--- src/logic/gst_pkg.sv ---
/*
  Constants, register map and state layout of the gated sixteen-bit
  timer. Assumes a byte-wide register port addressed by the plain
  register offsets and a single 100 MHz clock.
*/
package gst_pkg;

  // Clock and instruction-clock divider
  localparam int unsigned GST_MCLK_HZ    = 100_000_000;
  localparam int unsigned GST_INSTR_DIV  = 4;
  localparam int unsigned GST_DIV_W      = 2;

  // Register offsets
  localparam int unsigned GST_ADDR_W     = 9;
  localparam logic [8:0] GST_OFS_INTERRUPT_CONTROL  = 9'h00B;
  localparam logic [8:0] GST_OFS_PERIPHERAL_FLAGS   = 9'h00C;
  localparam logic [8:0] GST_OFS_COUNT_LOW_BYTE     = 9'h00E;
  localparam logic [8:0] GST_OFS_COUNT_HIGH_BYTE    = 9'h00F;
  localparam logic [8:0] GST_OFS_TIMER_CONTROL      = 9'h010;
  localparam logic [8:0] GST_OFS_PERIPHERAL_ENABLES = 9'h08C;
  localparam logic [8:0] GST_OFS_ANALOG_SELECT      = 9'h091;
  localparam logic [8:0] GST_OFS_COMPARATOR_TWO_CFG = 9'h11B;

  // Field positions
  localparam int unsigned GST_TC_ON_BIT        = 0;
  localparam int unsigned GST_TC_CLK_SRC_BIT   = 1;
  localparam int unsigned GST_TC_SYNC_DIS_BIT  = 2;
  localparam int unsigned GST_TC_OSC_EN_BIT    = 3;
  localparam int unsigned GST_TC_PRESCALE_LSB  = 4;
  localparam int unsigned GST_TC_GATE_EN_BIT   = 6;
  localparam int unsigned GST_TC_GATE_INV_BIT  = 7;
  localparam int unsigned GST_IC_GLOBAL_BIT    = 7;
  localparam int unsigned GST_IC_PERIPH_BIT    = 6;
  localparam int unsigned GST_PF_ROLLOVER_BIT  = 0;
  localparam int unsigned GST_PE_ROLLOVER_BIT  = 0;
  localparam int unsigned GST_C2_GATE_SRC_BIT  = 1;
  localparam int unsigned GST_C2_SYNC_BIT      = 0;
  localparam int unsigned GST_C2_CMP_OUT_BIT   = 6;

  // Synchroniser lanes
  localparam int unsigned GST_PIN_COUNT = 0;
  localparam int unsigned GST_PIN_GATE  = 1;
  localparam int unsigned GST_PIN_CMP   = 2;
  localparam int unsigned GST_PIN_OSC   = 3;
  localparam int unsigned GST_PIN_N     = 4;

  // Reset values
  localparam logic [7:0]  GST_RST_TIMER_CONTROL = 8'h00;
  localparam logic [7:0]  GST_RST_ANALOG_SELECT = 8'hFF;
  localparam logic [7:0]  GST_RST_CMP_TWO_CFG   = 8'h02;
  localparam logic [15:0] GST_RST_COUNT         = 16'h0000;
  localparam logic [15:0] GST_COUNT_ALL_ONES    = 16'hFFFF;

  typedef struct packed {
    logic [GST_ADDR_W-1:0] addr;
    logic [7:0]            wdata;
    logic                  wr;
    logic                  rd;
  } gst_bus_req_type;

  typedef struct packed {
    logic [7:0]           timer_control;
    logic                 global_irq_enable;
    logic                 peripheral_irq_enable;
    logic                 rollover_irq_enable;
    logic                 rollover_flag;
    logic [7:0]           analog_select;
    logic                 gate_source_select;
    logic                 comparator_sync;
    logic [15:0]          count;
    logic [2:0]           prescale_cnt;
    logic [GST_DIV_W-1:0] div_cnt;
    logic [GST_PIN_N-1:0] sync_a;
    logic [GST_PIN_N-1:0] sync_b;
    logic                 ext_prev;
    logic                 seen_fall;
    logic                 edge_pend;
    logic                 on_prev;
    logic [7:0]           rdata;
    logic                 osc_force;
    logic                 keep_osc;
  } gst_state_type;

  localparam gst_state_type GST_STATE_RST = '{
    timer_control:         GST_RST_TIMER_CONTROL,
    analog_select:         GST_RST_ANALOG_SELECT,
    gate_source_select:    GST_RST_CMP_TWO_CFG[GST_C2_GATE_SRC_BIT],
    comparator_sync:       GST_RST_CMP_TWO_CFG[GST_C2_SYNC_BIT],
    count:                 GST_RST_COUNT,
    default:               '0
  };

endpackage : gst_pkg

--- src/logic/gst_timer.sv ---
/*
  Gated sixteen-bit timer/counter with prescaler, gate selection and
  rollover flag, plus its register port. Assumes every pin input is
  asynchronous to mclk, and that the core outside acts on the irq and
  wake outputs and tells the block when it sleeps.
*/
// Chosen here: strobed register access.
`timescale 1ns/10ps

// Function
// - Count wraps all-ones to zero, setting flag
// - Request needs own, peripheral, global enables
// - Prescale divides by 1, 2, 4, 8
// - Prescaler hidden; cleared by count writes
// - Gate from pin or comparator output
// - Gate enable qualifies counting while on
// - Invert bit picks gate polarity
// - Source: pin rising edges or instruction clock
// - External input synchronised unless disabled
// - Count advances only while timer on
// - Oscillator enable honoured in permitted modes
// - Unsynchronised counting continues through sleep
// - Count byte reads always return valid
// - Oscillator pins forced input, read zero
// - Shared oscillator keeps running in sleep
// - Wake on overflow when on, enabled
// - Wake vectors only with global enable
// - Falling edge needed before first count
module gst_timer #(
  parameter int unsigned INSTR_DIV = gst_pkg::GST_INSTR_DIV
) (
  // Clock and reset
  input  wire logic                    mclk,
  input  wire logic                    nrst,
  // Register port
  input  wire gst_pkg::gst_bus_req_type bus_req,
  output logic [7:0]                   bus_rdata,
  // Pins
  input  wire logic                    count_input_pin,
  input  wire logic                    gate_pin,
  input  wire logic                    comparator_two_output,
  input  wire logic                    lp_osc_clk_pin,
  // System status
  input  wire logic                    sleep_active,
  input  wire logic                    sys_clock_lp_capable,
  input  wire logic                    sys_clock_shares_lp,
  // Core signals
  output logic                         irq_request,
  output logic                         wake_request,
  output logic                         wake_to_vector,
  output logic                         keep_osc_in_sleep,
  output logic                         osc_pin_dir_force,
  output logic                         osc_pin_port_zero
);

  localparam logic [gst_pkg::GST_DIV_W-1:0] DIV_LAST =
    (gst_pkg::GST_DIV_W)'(INSTR_DIV - 1);

  if (INSTR_DIV < 2 || INSTR_DIV > (1 << gst_pkg::GST_DIV_W)) begin : g_chk
    $error("INSTR_DIV does not fit the instruction divider");
  end

  // Last prescale state for each divide setting
  function automatic logic [2:0] prescale_last(input logic [1:0] sel);
    case (sel)
      2'h0:    prescale_last = 3'h0;
      2'h1:    prescale_last = 3'h1;
      2'h2:    prescale_last = 3'h3;
      default: prescale_last = 3'h7;
    endcase
  endfunction : prescale_last

  function automatic logic wr_hit(input gst_pkg::gst_bus_req_type req,
                                  input logic [8:0] ofs);
    wr_hit = req.wr && (req.addr == ofs);
  endfunction : wr_hit

  gst_pkg::gst_state_type s_reg;
  gst_pkg::gst_state_type s_next;

  logic       tc_on;
  logic       tc_ext;
  logic       tc_async;
  logic       tc_gate_en;
  logic       tc_gate_inv;
  logic [1:0] tc_ps;
  logic       lp_eff;
  logic       instr_en;
  logic       ext_now;
  logic       ext_rise;
  logic       ext_fall;
  logic       ext_edge;
  logic       sync_tick;
  logic       src_tick;
  logic       gate_src;
  logic       gate_true;
  logic       run;
  logic       gated;
  logic       incr;
  logic       wrap;
  logic       count_wr;
  logic       on_rise;
  logic [7:0] rd_byte;

  assign tc_on       = s_reg.timer_control[gst_pkg::GST_TC_ON_BIT];
  assign tc_ext      = s_reg.timer_control[gst_pkg::GST_TC_CLK_SRC_BIT];
  assign tc_async    = s_reg.timer_control[gst_pkg::GST_TC_SYNC_DIS_BIT];
  assign tc_gate_en  = s_reg.timer_control[gst_pkg::GST_TC_GATE_EN_BIT];
  assign tc_gate_inv = s_reg.timer_control[gst_pkg::GST_TC_GATE_INV_BIT];
  assign tc_ps       = s_reg.timer_control[gst_pkg::GST_TC_PRESCALE_LSB +: 2];

  always_comb begin
    s_next = s_reg;
    // Pins pass two flip-flops before anything looks at them
    s_next.sync_a = {lp_osc_clk_pin, comparator_two_output,
                     gate_pin, count_input_pin};
    s_next.sync_b = s_reg.sync_a;

    // Instruction clock stops in sleep along with the core
    instr_en = (s_reg.div_cnt == DIV_LAST) && !sleep_active;
    s_next.div_cnt = (s_reg.div_cnt == DIV_LAST) ?
                     '0 : s_reg.div_cnt + 1'b1;

    lp_eff = s_reg.timer_control[gst_pkg::GST_TC_OSC_EN_BIT] &&
             sys_clock_lp_capable;
    ext_now = lp_eff ? s_reg.sync_b[gst_pkg::GST_PIN_OSC] :
                       s_reg.sync_b[gst_pkg::GST_PIN_COUNT];
    s_next.ext_prev = ext_now;
    ext_rise = !s_reg.ext_prev && ext_now;
    ext_fall = s_reg.ext_prev && !ext_now;

    count_wr = wr_hit(bus_req, gst_pkg::GST_OFS_COUNT_LOW_BYTE) ||
               wr_hit(bus_req, gst_pkg::GST_OFS_COUNT_HIGH_BYTE);
    on_rise = tc_on && !s_reg.on_prev;
    s_next.on_prev = tc_on;

    // A rising edge only counts once a falling edge has been seen
    if (count_wr || on_rise) begin
      s_next.seen_fall = 1'b0;
    end else if (ext_fall) begin
      s_next.seen_fall = 1'b1;
    end
    ext_edge = ext_rise && s_reg.seen_fall;

    // Synchronised mode defers each edge to the next instruction
    // cycle; that halts it in sleep, which is the price paid for
    // a count that the compare logic can safely sample.
    sync_tick = instr_en && (s_reg.edge_pend || ext_edge);
    s_next.edge_pend = (s_reg.edge_pend || ext_edge) && !instr_en &&
                       !sleep_active;
    if (tc_ext) begin
      src_tick = tc_async ? ext_edge : sync_tick;
    end else begin
      src_tick = instr_en;
    end

    gate_src = s_reg.gate_source_select ?
               s_reg.sync_b[gst_pkg::GST_PIN_CMP] :
               s_reg.sync_b[gst_pkg::GST_PIN_GATE];
    gate_true = tc_gate_inv ? gate_src : !gate_src;
    run = tc_on && (!tc_gate_en || gate_true);
    gated = src_tick && run;

    incr = gated && (s_reg.prescale_cnt == prescale_last(tc_ps));
    if (count_wr) begin
      s_next.prescale_cnt = 3'h0;
    end else if (gated) begin
      s_next.prescale_cnt = incr ? 3'h0 : s_reg.prescale_cnt + 3'h1;
    end

    wrap = incr && (s_reg.count == gst_pkg::GST_COUNT_ALL_ONES);
    if (incr) begin
      s_next.count = s_reg.count + 16'h0001;
    end

    // Software writes; a count write beats a coincident increment in the byte it writes
    if (wr_hit(bus_req, gst_pkg::GST_OFS_COUNT_LOW_BYTE)) begin
      s_next.count[7:0] = bus_req.wdata;
    end
    if (wr_hit(bus_req, gst_pkg::GST_OFS_COUNT_HIGH_BYTE)) begin
      s_next.count[15:8] = bus_req.wdata;
    end
    if (wr_hit(bus_req, gst_pkg::GST_OFS_TIMER_CONTROL)) begin
      s_next.timer_control = bus_req.wdata;
    end
    if (wr_hit(bus_req, gst_pkg::GST_OFS_INTERRUPT_CONTROL)) begin
      s_next.global_irq_enable =
        bus_req.wdata[gst_pkg::GST_IC_GLOBAL_BIT];
      s_next.peripheral_irq_enable =
        bus_req.wdata[gst_pkg::GST_IC_PERIPH_BIT];
    end
    if (wr_hit(bus_req, gst_pkg::GST_OFS_PERIPHERAL_ENABLES)) begin
      s_next.rollover_irq_enable =
        bus_req.wdata[gst_pkg::GST_PE_ROLLOVER_BIT];
    end
    if (wr_hit(bus_req, gst_pkg::GST_OFS_ANALOG_SELECT)) begin
      s_next.analog_select = bus_req.wdata;
    end
    if (wr_hit(bus_req, gst_pkg::GST_OFS_COMPARATOR_TWO_CFG)) begin
      s_next.gate_source_select =
        bus_req.wdata[gst_pkg::GST_C2_GATE_SRC_BIT];
      s_next.comparator_sync = bus_req.wdata[gst_pkg::GST_C2_SYNC_BIT];
    end
    if (wr_hit(bus_req, gst_pkg::GST_OFS_PERIPHERAL_FLAGS)) begin
      s_next.rollover_flag = bus_req.wdata[gst_pkg::GST_PF_ROLLOVER_BIT];
    end
    // Set after the write, so a wrap in the clearing cycle survives
    if (wrap) begin
      s_next.rollover_flag = 1'b1;
    end

    // Reads come from the one-clock count, so a byte is never torn
    rd_byte = 8'h00;
    case (bus_req.addr)
      gst_pkg::GST_OFS_INTERRUPT_CONTROL: begin
        rd_byte[gst_pkg::GST_IC_GLOBAL_BIT] = s_reg.global_irq_enable;
        rd_byte[gst_pkg::GST_IC_PERIPH_BIT] = s_reg.peripheral_irq_enable;
      end
      gst_pkg::GST_OFS_PERIPHERAL_FLAGS: begin
        rd_byte[gst_pkg::GST_PF_ROLLOVER_BIT] = s_reg.rollover_flag;
      end
      gst_pkg::GST_OFS_COUNT_LOW_BYTE: begin
        rd_byte = s_reg.count[7:0];
      end
      gst_pkg::GST_OFS_COUNT_HIGH_BYTE: begin
        rd_byte = s_reg.count[15:8];
      end
      gst_pkg::GST_OFS_TIMER_CONTROL: begin
        rd_byte = s_reg.timer_control;
      end
      gst_pkg::GST_OFS_PERIPHERAL_ENABLES: begin
        rd_byte[gst_pkg::GST_PE_ROLLOVER_BIT] = s_reg.rollover_irq_enable;
      end
      gst_pkg::GST_OFS_ANALOG_SELECT: begin
        rd_byte = s_reg.analog_select;
      end
      gst_pkg::GST_OFS_COMPARATOR_TWO_CFG: begin
        rd_byte[gst_pkg::GST_C2_CMP_OUT_BIT] =
          s_reg.sync_b[gst_pkg::GST_PIN_CMP];
        rd_byte[gst_pkg::GST_C2_GATE_SRC_BIT] = s_reg.gate_source_select;
        rd_byte[gst_pkg::GST_C2_SYNC_BIT] = s_reg.comparator_sync;
      end
      default: begin
        rd_byte = 8'h00;
      end
    endcase
    s_next.rdata = bus_req.rd ? rd_byte : 8'h00;

    s_next.osc_force = lp_eff;
    s_next.keep_osc = lp_eff && sys_clock_shares_lp;
  end

  always_ff @(posedge mclk) begin
    if (!nrst) begin
      s_reg <= gst_pkg::GST_STATE_RST;
    end else begin
      s_reg <= s_next;
    end
  end

  assign bus_rdata = s_reg.rdata;
  assign irq_request = s_reg.rollover_flag && s_reg.rollover_irq_enable &&
                       s_reg.peripheral_irq_enable &&
                       s_reg.global_irq_enable;
  // Wake does not need the global enable; it only picks the vector
  assign wake_request = s_reg.rollover_flag && s_reg.rollover_irq_enable &&
                        s_reg.peripheral_irq_enable && tc_on;
  assign wake_to_vector = wake_request && s_reg.global_irq_enable;
  assign keep_osc_in_sleep = s_reg.keep_osc;
  assign osc_pin_dir_force = s_reg.osc_force;
  assign osc_pin_port_zero = s_reg.osc_force;
endmodule : gst_timer

--- config.mk ---
export PLATFORM = sky130hd
export DESIGN_NAME = gst_timer
export DESIGN_NICKNAME = d
export VERILOG_FILES = /design/src/logic/gst_pkg.sv /design/src/logic/gst_timer.sv
export SDC_FILE = /design/constraint.sdc
export NUM_CORES = 1
export LEC_CHECK = 0
export ABC_AREA = 0
export BUFFER_PORTS_ARGS = -buffer_cell sky130_fd_sc_hd__buf_4
export CAP_MARGIN = 20
export CORE_UTILIZATION = 30
export DETAILED_ROUTE_END_ITERATION = 10
export PLACE_DENSITY = 0.58
export SLEW_MARGIN = 15
export SYNTH_ARGS = -nofsm -noshare
export SYNTH_HDL_FRONTEND = slang
export SYNTH_SLANG_ARGS = --single-unit
export TNS_END_PERCENT = 5
--- constraint.sdc ---
create_clock -name mclk -period 2 [get_ports mclk]
set_input_delay 0.3 -clock mclk [delete_from_list [all_inputs] [get_ports mclk]]
set_output_delay 0.3 -clock mclk [all_outputs]
set_load 0.005 [all_outputs]
==> out/results.tsv, run 1 <==
metric	value	unit
setup_viol	0	
synth.yosys.warnings	0	
vias	3442	
worstSetupPathType	reg2reg	
ir_drop	0.3111	mV
crit_fanout	11	
syn_to_final_growth	26.93	%
largest_reg_flops	50	
syn_inst	413	
postCtsHoldBufs	0	
htreeDepth	3	
cp_cell_sequence	or4_4, a21oi_4, nor2_4, o31a_1, or3_1	
timing.max_cap.violations	0	
synth_edf_count	0	
total_leakage_power	1.658	nW
status	finished, final reports clean	
finalClockSkew	0.006222	ns
diodes	0	
rows	38	
finalNonFillerCells	621	
gp_congestion	0.8365	
track_usage	17.64	%
crit_path_end_kind	flop	
crit_required	2.21	ns
io_buffers	41	
die_x	109.8	µm
drtAntennaViolNets	0	
ios	42	
cts_root_buf	clkbuf_16	
rsz0062_at_grt	yes	
worstMarginPinSlew	0.8296	ns
utilization	39.93	%
clock-sinks	65	
clock_latency	0.33	ns
clkSlewWorstSetupHoldPaths	0.06	ns
whs	0.1312	ns
syn_nets	444	
syn_area_per_cell	8.437	µm²
dp_slack	-0.08320	ns
synth_cell_type_count	60	
drtIter0Drc	239	
place_inst	602	
firstDrtPassIters	5	
cp.arrival	2.18	ns
grt_pass1_vias	3253	
vias_per_cell	5.543	
wire_per_inst	16.50	µm
fin_crit	1.968	ns
initial_core_util	31.45	%
syn_area	0.003485	mm²
n_fill_cell	1133	
die_h	109.8	µm
relSlewSlack	43.99	%
cellPowerDensity	674.0	mW/mm²
clockBufferDepth	2	
core	0.01108	mm²
drc	0	
setup_slack	0.03232	ns
async_flop_share	0	%
clock.fmax	508.2	MHz
numCtsBuffers	9	
cp_top_family	simple AND/OR/NAND/NOR gates	
slowest_stage	or4_4	
overflow	0	
hpwlAfterDp	7391	µm
critPathLaunchType	flop	
synth_ff_type	dfxtp_1	
grt_pass1_wl	16170	µm
wirelength	10240	µm
max_stage_delay	0.55	ns
drive_above_1_share	25.99	%
slew_viol_final	0	
antenna_found_initial	0	
worst-path-buf-inv	0	
cts_tree	built	
yosysSeqAreaShare	37.34	%
grt_max_degree	28	
min_path_type	in2reg	
finalCritPeriodShare	98.38	%
finalHoldViolations	0	
die-area	0.01205	mm²
fin_nets	507	
ys_ff_latch	65	
what timing repair did:
| action | CTS | global route |
|---|---|---|
| pin swaps | 3 | 7 |
| buffers inserted | 1 | 1 |
| setup endpoints to repair | 3 | 10 |
| gates cloned | 0 | 1 |
| gates resized for setup | 1 | 9 |
through the flow:
step                      setup TNS [ns]  instance area (µm²)  total power [W]
after global placement           -0.1779                 4063         0.001524
final                                  0                 4423         0.002981
after floorplan                        0                 3485         0.001436
after global routing             -0.5859                 4423         0.003103
after detailed placement         -0.4796                 4063         0.001528
after CTS                              0                 4362         0.003011
worst register-to-register path, cell delays in order, from the launching register on:
cell and delay, ns:
dfxtp_1 0.37, or4_4 0.55, a21oi_4 0.20, nor2_4 0.10, o31a_1 0.28, or3_1 0.35
area by class of cell:
| cell class | count | area, µm² | share of cell area (%) |
|---|---|---|---|
| Inverter | 4 | 15.01 | 0.3395 |
| Tap cell | 140 | 175.2 | 3.960 |
| Timing Repair Buffer | 83 | 643.1 | 14.54 |
| Multi-Input combinational cell | 313 | 2007 | 45.37 |
| Clock buffer | 10 | 229.0 | 5.177 |
| Clock inverter | 6 | 51.30 | 1.160 |
| Sequential cell | 65 | 1303 | 29.45 |
final timing paths:
| path | start | end | slack (ns) | depth (start not counted) |
|---|---|---|---|---|
| worst max-delay path | s_reg[62]$_SDFFE_PN0P_ | s_reg[39]$_SDFFE_PN0P_ | 0.03 | 5 |
| worst min-delay path | sleep_active | s_reg[11]$_SDFF_PN0_ | 0.13 | 2 |
| worst max register to register | s_reg[62]$_SDFFE_PN0P_ | s_reg[39]$_SDFFE_PN0P_ | 0.03 | 5 |
| worst min register to register | s_reg[22]$_SDFF_PP0_ | s_reg[22]$_SDFF_PP0_ | 0.40 | 1 |
placed cells by master (no fill, tap or decap), types with 5 or more instances in the layout:
cell / synthesis / final
a311o_1: 5 / 5
nand3_1: 50 / 50
a31oi_1: 9 / 9
a21boi_1: 9 / 9
a222oi_1: 5 / 5
nor2_1: 11 / 11
clkbuf_16: 0 / 9
nor3_1: 14 / 14
and2_1: 16 / 16
a22oi_1: 6 / 6
buf_4: 12 / 80
nand4_1: 7 / 7
dfxtp_1: 65 / 64
or3_1: 8 / 8
nand2b_1: 6 / 6
a21oi_1: 12 / 11
nand2_1: 66 / 66
o21ai_0: 12 / 12
report_power, final:
group	switching (W)	internal [W]
Combinational	0.000105	0.0000806
Clock	0.000620	0.000856
Sequential	0.00000783	0.00131
Total	0.000733	0.00225
cells in the mapped netlist (7+ instances only):
cell type  instances  area (µm²)
nand2_1           66       247.7
dfxtp_1           65        1301
nand3_1           50       250.2
and2_1            16       100.1
nor3_1            14       70.07
a21oi_1           12       60.06
buf_4             12       90.09
o21ai_0           12       60.06
nor2_1            11       41.29
a21boi_1           9       67.56
a31oi_1            9       56.30
clkbuf_1           8       30.03
or3_1              8       50.05
nand4_1            7       43.79
logic make-up (layout without fill, tap and decap cells):
kind of cell	count (synthesis)	in the layout	synth area share, %
compound gates	79	80	16.98
xor+xnor	1	1	0.2514
fa+ha+maj	3	3	1.077
buf+inv	36	103	6.679
flops	65	65	37.34
mux	4	4	1.257
simple gates	225	225	36.41
metal layers:
metal  vias up  global-route usage, %  wire length (µm)
met5         -                      0                 0
met2       130                  29.78              4789
met4         0                  6.190               160
met3        15                  3.497               695
met1      1648                  22.26              4598
li1       1649                      -                 -
Power figures use the tool's default switching activity.
==> run 2, diff against run 1 <==
- SETUP_SLACK_MARGIN: default -> 0.15
==> run 2 against run 1 <==
Die area unchanged. Setup slack gained 0.019 ns. Sequential share of layout area shrank 0.70 points. Cell count is 1.3% higher. Clock power barely moved. Critical path depth rose by 1. Non-clock buffer count is 8 higher. Clock-buffer cell count stayed put. Fmax grew 0.98%.
==> out/results.tsv, run 2 (synthesized netlist as in run 1, its figures left out) <==
metric	value	unit	change
relSlewSlack	42.52	%	-1.5 points
place_area	0.004063	mm²	unchanged
worstSetupPathType	reg2reg		
total_leakage_power	1.707	nW	+3.0%
vias_per_cell	5.550		+0.13%
die_x	109.8	µm	unchanged
crit_required	2.21	ns	about the same
fin_crit	1.949	ns	-0.01915 ns
antenna_found_initial	0		unchanged
ir_drop	0.3112	mV	about the same
status	finished, final reports clean		
finalCritPeriodShare	97.43	%	-0.96 points
finalHoldViolations	0		unchanged
vias	3491		+1.4%
core	0.01108	mm²	unchanged
most-common-layout-cells	buf_4, nand2_1, dfxtp_1, nand3_1, and2_1		
grt_max_degree	28		unchanged
cp_cell_sequence	a21bo_1, a221oi_4, o221ai_4, buf_6, o31ai_2, a31oi_4		
cts_root_buf	clkbuf_16		
drc	0		unchanged
dp_slack	-0.08320	ns	unchanged
clock_latency	0.33	ns	about the same
worstMarginPinSlew	0.8514	ns	+0.02179 ns
rsz0062_at_grt	yes		
stdcell_area	0.004553	mm²	+2.9%
die_h	109.8	µm	unchanged
diodes	0		unchanged
grt_pass1_wl	16800	µm	+3.9%
crit_fanout	8		-3
cts_tree	built		
clkSlewWorstSetupHoldPaths	0.06	ns	about the same
syn_to_final_growth	30.66	%	
drtIter0Drc	330		+38%
setup_viol	0		unchanged
clockBufferDepth	2		unchanged
drive_above_1_share	29.24	%	+3.3 points
max_stage_delay	0.36	ns	-0.19 ns
io_buffers	41		unchanged
critPathLaunchType	flop		
gp_congestion	0.8365		unchanged
numCtsBuffers	9		unchanged
timing.max_cap.violations	0		unchanged
clock.fmax	513.2	MHz	+0.98%
largest_reg_flops	50		unchanged
wirelength	10560	µm	+3.1%
crit_path_end_kind	flop		
initial_core_util	31.45	%	unchanged
overflow	0		unchanged
die-area	0.01205	mm²	unchanged
htreeDepth	3		unchanged
fin_nets	515		+1.6%
rows	38		unchanged
total_power	0.002988	W	+0.24%
ios	42		unchanged
setup_slack	0.05147	ns	+0.01915 ns
min_path_type	in2reg		
wire_per_inst	16.79	µm	+1.8%
firstDrtPassIters	5		unchanged
clock-sinks	65		unchanged
grt_pass1_vias	3343		+2.8%
track_usage	18.40	%	+0.75 points
slowest_stage	a221oi_4		
cp.arrival	2.15	ns	-0.03 ns
drtAntennaViolNets	0		unchanged
finalClockSkew	0.007155	ns	+0.0009330 ns
slew_viol_final	0		unchanged
hpwlAfterDp	7391	µm	unchanged
final_common_cell	buf_4		
cellPowerDensity	656.3	mW/mm²	-2.6%
n_fill_cell	1122		-0.97%
[run 2: timing repair]
action	4_1_cts	5_1_grt
buffers inserted	8	2
setup endpoints to repair	11	17
cloned	1	0
resized for setup	12	11
pin swaps	13	16
hold buffers	0	0
[run 2: critical path: cells and delay by family, from the launching register on]
kind / cells / cell delay [ns]
AO/OA/AOI/OAI: 5 / 1.28
buffers and inverters: 1 / 0.21
flip-flops: 1 / 0.34
[run 2: final timing paths]
check	end	from	slack (ns)	cells past startpoint
worst min-delay path	s_reg[11]$_SDFF_PN0_	sleep_active	0.14	2
worst max-delay path	s_reg[32]$_SDFFE_PN0P_	s_reg[60]$_SDFFE_PN0P_	0.05	6
worst max register to register	s_reg[32]$_SDFFE_PN0P_	s_reg[60]$_SDFFE_PN0P_	0.05	6
worst min register to register	s_reg[16]$_SDFF_PN0_	s_next[16]$_SDFF_PN0_	0.43	1
[run 2: through the flow]
stage          cells  hold WS, ns  util [%]  setup TNS (ns)
2_1_floorplan    413       0.3793         -               0
3_3_place_gp     602       0.4067     36.67         -0.1779
3_5_place_dp     602       0.4160     36.67         -0.4796
4_1_cts          627       0.1279     40.42               0
5_1_grt          629       0.1361     41.10        -0.07251
6_report         629       0.1359     41.10               0
[run 2: layer usage]
metal,vias to the layer above,GRT usage (%),part of all wire (%)
li1,1658,-,-
met1,1693,23.38,44
met2,126,30.28,48
met3,14,4.209,7.1
met4,0,6.762,1.7
met5,-,0,0
[run 2: layout make-up]
| type | count | area [µm²] | share of cell area (%) |
|---|---|---|---|
| multi-input combinational | 313 | 2071 | 45.48 |
| sequential | 65 | 1309 | 28.74 |
| timing repair buffer | 91 | 703.2 | 15.44 |
| clock buffer | 10 | 229.0 | 5.029 |
| tap | 140 | 175.2 | 3.847 |
| clock inverter | 6 | 51.30 | 1.127 |
| inverter | 4 | 15.01 | 0.3298 |
[run 2: report_power, final]
group          total, W  switching, W  internal (W)  leakage (nW)
sequential      0.00132     0.0000102       0.00131         0.527
combinational  0.000193      0.000108     0.0000848          1.05
clock           0.00148      0.000619      0.000856         0.134
total           0.00299      0.000737       0.00225          1.71
==> run 3, diff against run 2 <==
- CORE_MARGIN: default -> 3
- CORE_UTILIZATION: 30 -> 58
- PLACE_DENSITY: 0.58 -> 0.91
- SKIP_LAST_GASP: default -> 1
==> run 3 against run 2 <==
Highest routed layer unchanged. Fmax decreased by 0.41%. Global-route usage is 11 points higher. Clock-buffer cell count rose by 2. Hold slack worse by 0.022 ns. First-iteration DRC count rose by 58%. Clock power shrank 15%. Critical endpoint is now s_reg[41]$_SDFFE_PN0P_. Cell count decreased by 12%.
==> out/results.tsv, run 3 (synthesized netlist as in run 1, its figures left out) <==
metric	value	unit	change
status	finished, final reports clean		
finalCritPeriodShare	97.83	%	+0.40 points
max_stage_delay	0.55	ns	+0.19 ns
postCtsHoldBufs	0		unchanged
finalHoldViolations	0		unchanged
total_leakage_power	1.626	nW	-4.7%
grt_pass1_vias	3472		+3.9%
reg2regPathDepth	6		unchanged
io_buffers	41		unchanged
finalClockSkew	0.008661	ns	+0.001506 ns
grt_pass1_wl	16820	µm	+0.12%
min_path_type	in2reg		
grt_max_degree	39		+39%
critPathLaunchType	flop		
most-common-layout-cells	buf_4, nand2_1, dfxtp_1, nand3_1, and2_1		
cellPowerDensity	642.1	mW/mm²	-2.2%
drc	0		unchanged
ir_drop	0.6384	mV	+110%
antenna_found_initial	0		unchanged
final_common_cell	buf_4		
total_power	0.002763	W	-7.5%
clock.fmax	511.1	MHz	-0.41%
clock-sinks	65		unchanged
vias_per_cell	6.626		+19%
cts_root_buf	clkbuf_8		
die_h	83.51	µm	-24%
fin_nets	505		-1.9%
gp_congestion	0.9409		+12%
rows	27		-29%
track_usage	29.72	%	+11 points
clockBufferDepth	2		unchanged
drtIter0Drc	520		+58%
vias	3651		+4.6%
overflow	0		unchanged
cp.arrival	2.19	ns	+0.04 ns
fin_setup_tns	0	ns	unchanged
setup_viol	0		unchanged
wirelength	10380	µm	-1.7%
fin_crit	1.957	ns	+0.008013 ns
clkSlewWorstSetupHoldPaths	0.07	ns	about the same
slew_viol_final	0		unchanged
diodes	0		unchanged
crit_fanout	6		-2
slowest_stage	or4_4		
wire_per_inst	18.84	µm	+12%
cts_tree	built		
htreeDepth	3		unchanged
crit_path_end_kind	flop		
die_x	83.51	µm	-24%
die-area	0.006974	mm²	-42%
ios	42		unchanged
drive_above_1_share	27.35	%	-1.9 points
hpwlAfterDp	6846	µm	-7.4%
syn_to_final_growth	23.48	%	
min_path_cells	2		unchanged
clock_latency	0.35	ns	+0.02 ns
worstSetupPathType	reg2reg		
worstMarginPinSlew	1.041	ns	+0.1895 ns
largest_reg_flops	50		unchanged
rsz0062_at_grt	yes		
drtAntennaViolNets	0		unchanged
cp_cell_sequence	or4_4, a21oi_4, nor2_4, buf_2, o311ai_1, nand3_1		
relSlewSlack	29.73	%	-13 points
firstDrtPassIters	7		+2
timing.max_cap.violations	0		unchanged
core	0.005675	mm²	-49%
crit_required	2.23	ns	+0.02 ns
numCtsBuffers	9		unchanged
initial_core_util	61.40	%	+30 points
run 3: through the flow:
stage | setup slack [ns] | hold slack [ns] | instance area, µm² | std cells | util [%]
after floorplan | 0.1663 | 0.3793 | 3485 | 413 | -
after global placement | -0.03122 | 0.4059 | 3940 | 529 | 69.42
after detailed placement | -0.06733 | 0.4118 | 3940 | 529 | 69.42
after CTS | 0.08381 | 0.1052 | 4264 | 549 | 75.13
after global routing | -0.01686 | 0.1084 | 4303 | 551 | 75.82
final | 0.04346 | 0.1144 | 4303 | 551 | 75.82
run 3: path summary, 6_finish.rpt:
path / from / end / slack (ns)
worst max-delay path: s_reg[62]$_SDFFE_PN0P_ / s_reg[41]$_SDFFE_PN0P_ / 0.04
worst min-delay path: sleep_active / s_reg[11]$_SDFF_PN0_ / 0.11
worst max register to register: s_reg[62]$_SDFFE_PN0P_ / s_reg[41]$_SDFFE_PN0P_ / 0.04
worst min register to register: s_reg[22]$_SDFF_PP0_ / s_reg[22]$_SDFF_PP0_ / 0.41
run 3: area by class of cell:
type,count,area (µm²)
clock buffers,12,145.1
clock inverters,4,76.32
fillers,380,1373
inverters,4,15.01
multi-input cells,313,2038
flip-flops and latches,65,1309
well taps,72,90.09
repair buffers,81,629.4
run 3: per-layer routing:
layer | part of all wire (%) | track usage, % | vias to the layer above
met5 | 0 | 0 | -
met4 | 3.5 | 12.28 | 0
met3 | 12 | 7.404 | 53
met2 | 47 | 48.98 | 287
met1 | 37 | 37.14 | 1664
li1 | - | - | 1647
run 3: power breakdown:
part,switching [W],internal (W),leakage (nW),total [W]
registers,0.00000792,0.00131,0.527,0.00132
clock network,0.000518,0.000739,0.107,0.00126
logic,0.000106,0.0000830,0.992,0.000189
total,0.000632,0.00213,1.63,0.00276
run 3: repair_timing:
| item | CTS | global route |
|---|---|---|
| resized for setup | 15 | 7 |
| gates cloned | 1 | 0 |
| pin swaps | 9 | 4 |
| endpoints found under the setup margin | 11 | 20 |
| buffers inserted | 3 | 2 |
run 3: critical path: cells and delay by family, from the launching register on:
family | cells | cell delay [ns]
AND/OR/NAND/NOR | 3 | 0.76
AO/OA/AOI/OAI | 2 | 0.54
flip-flops | 1 | 0.36
buffers and inverters | 1 | 0.17
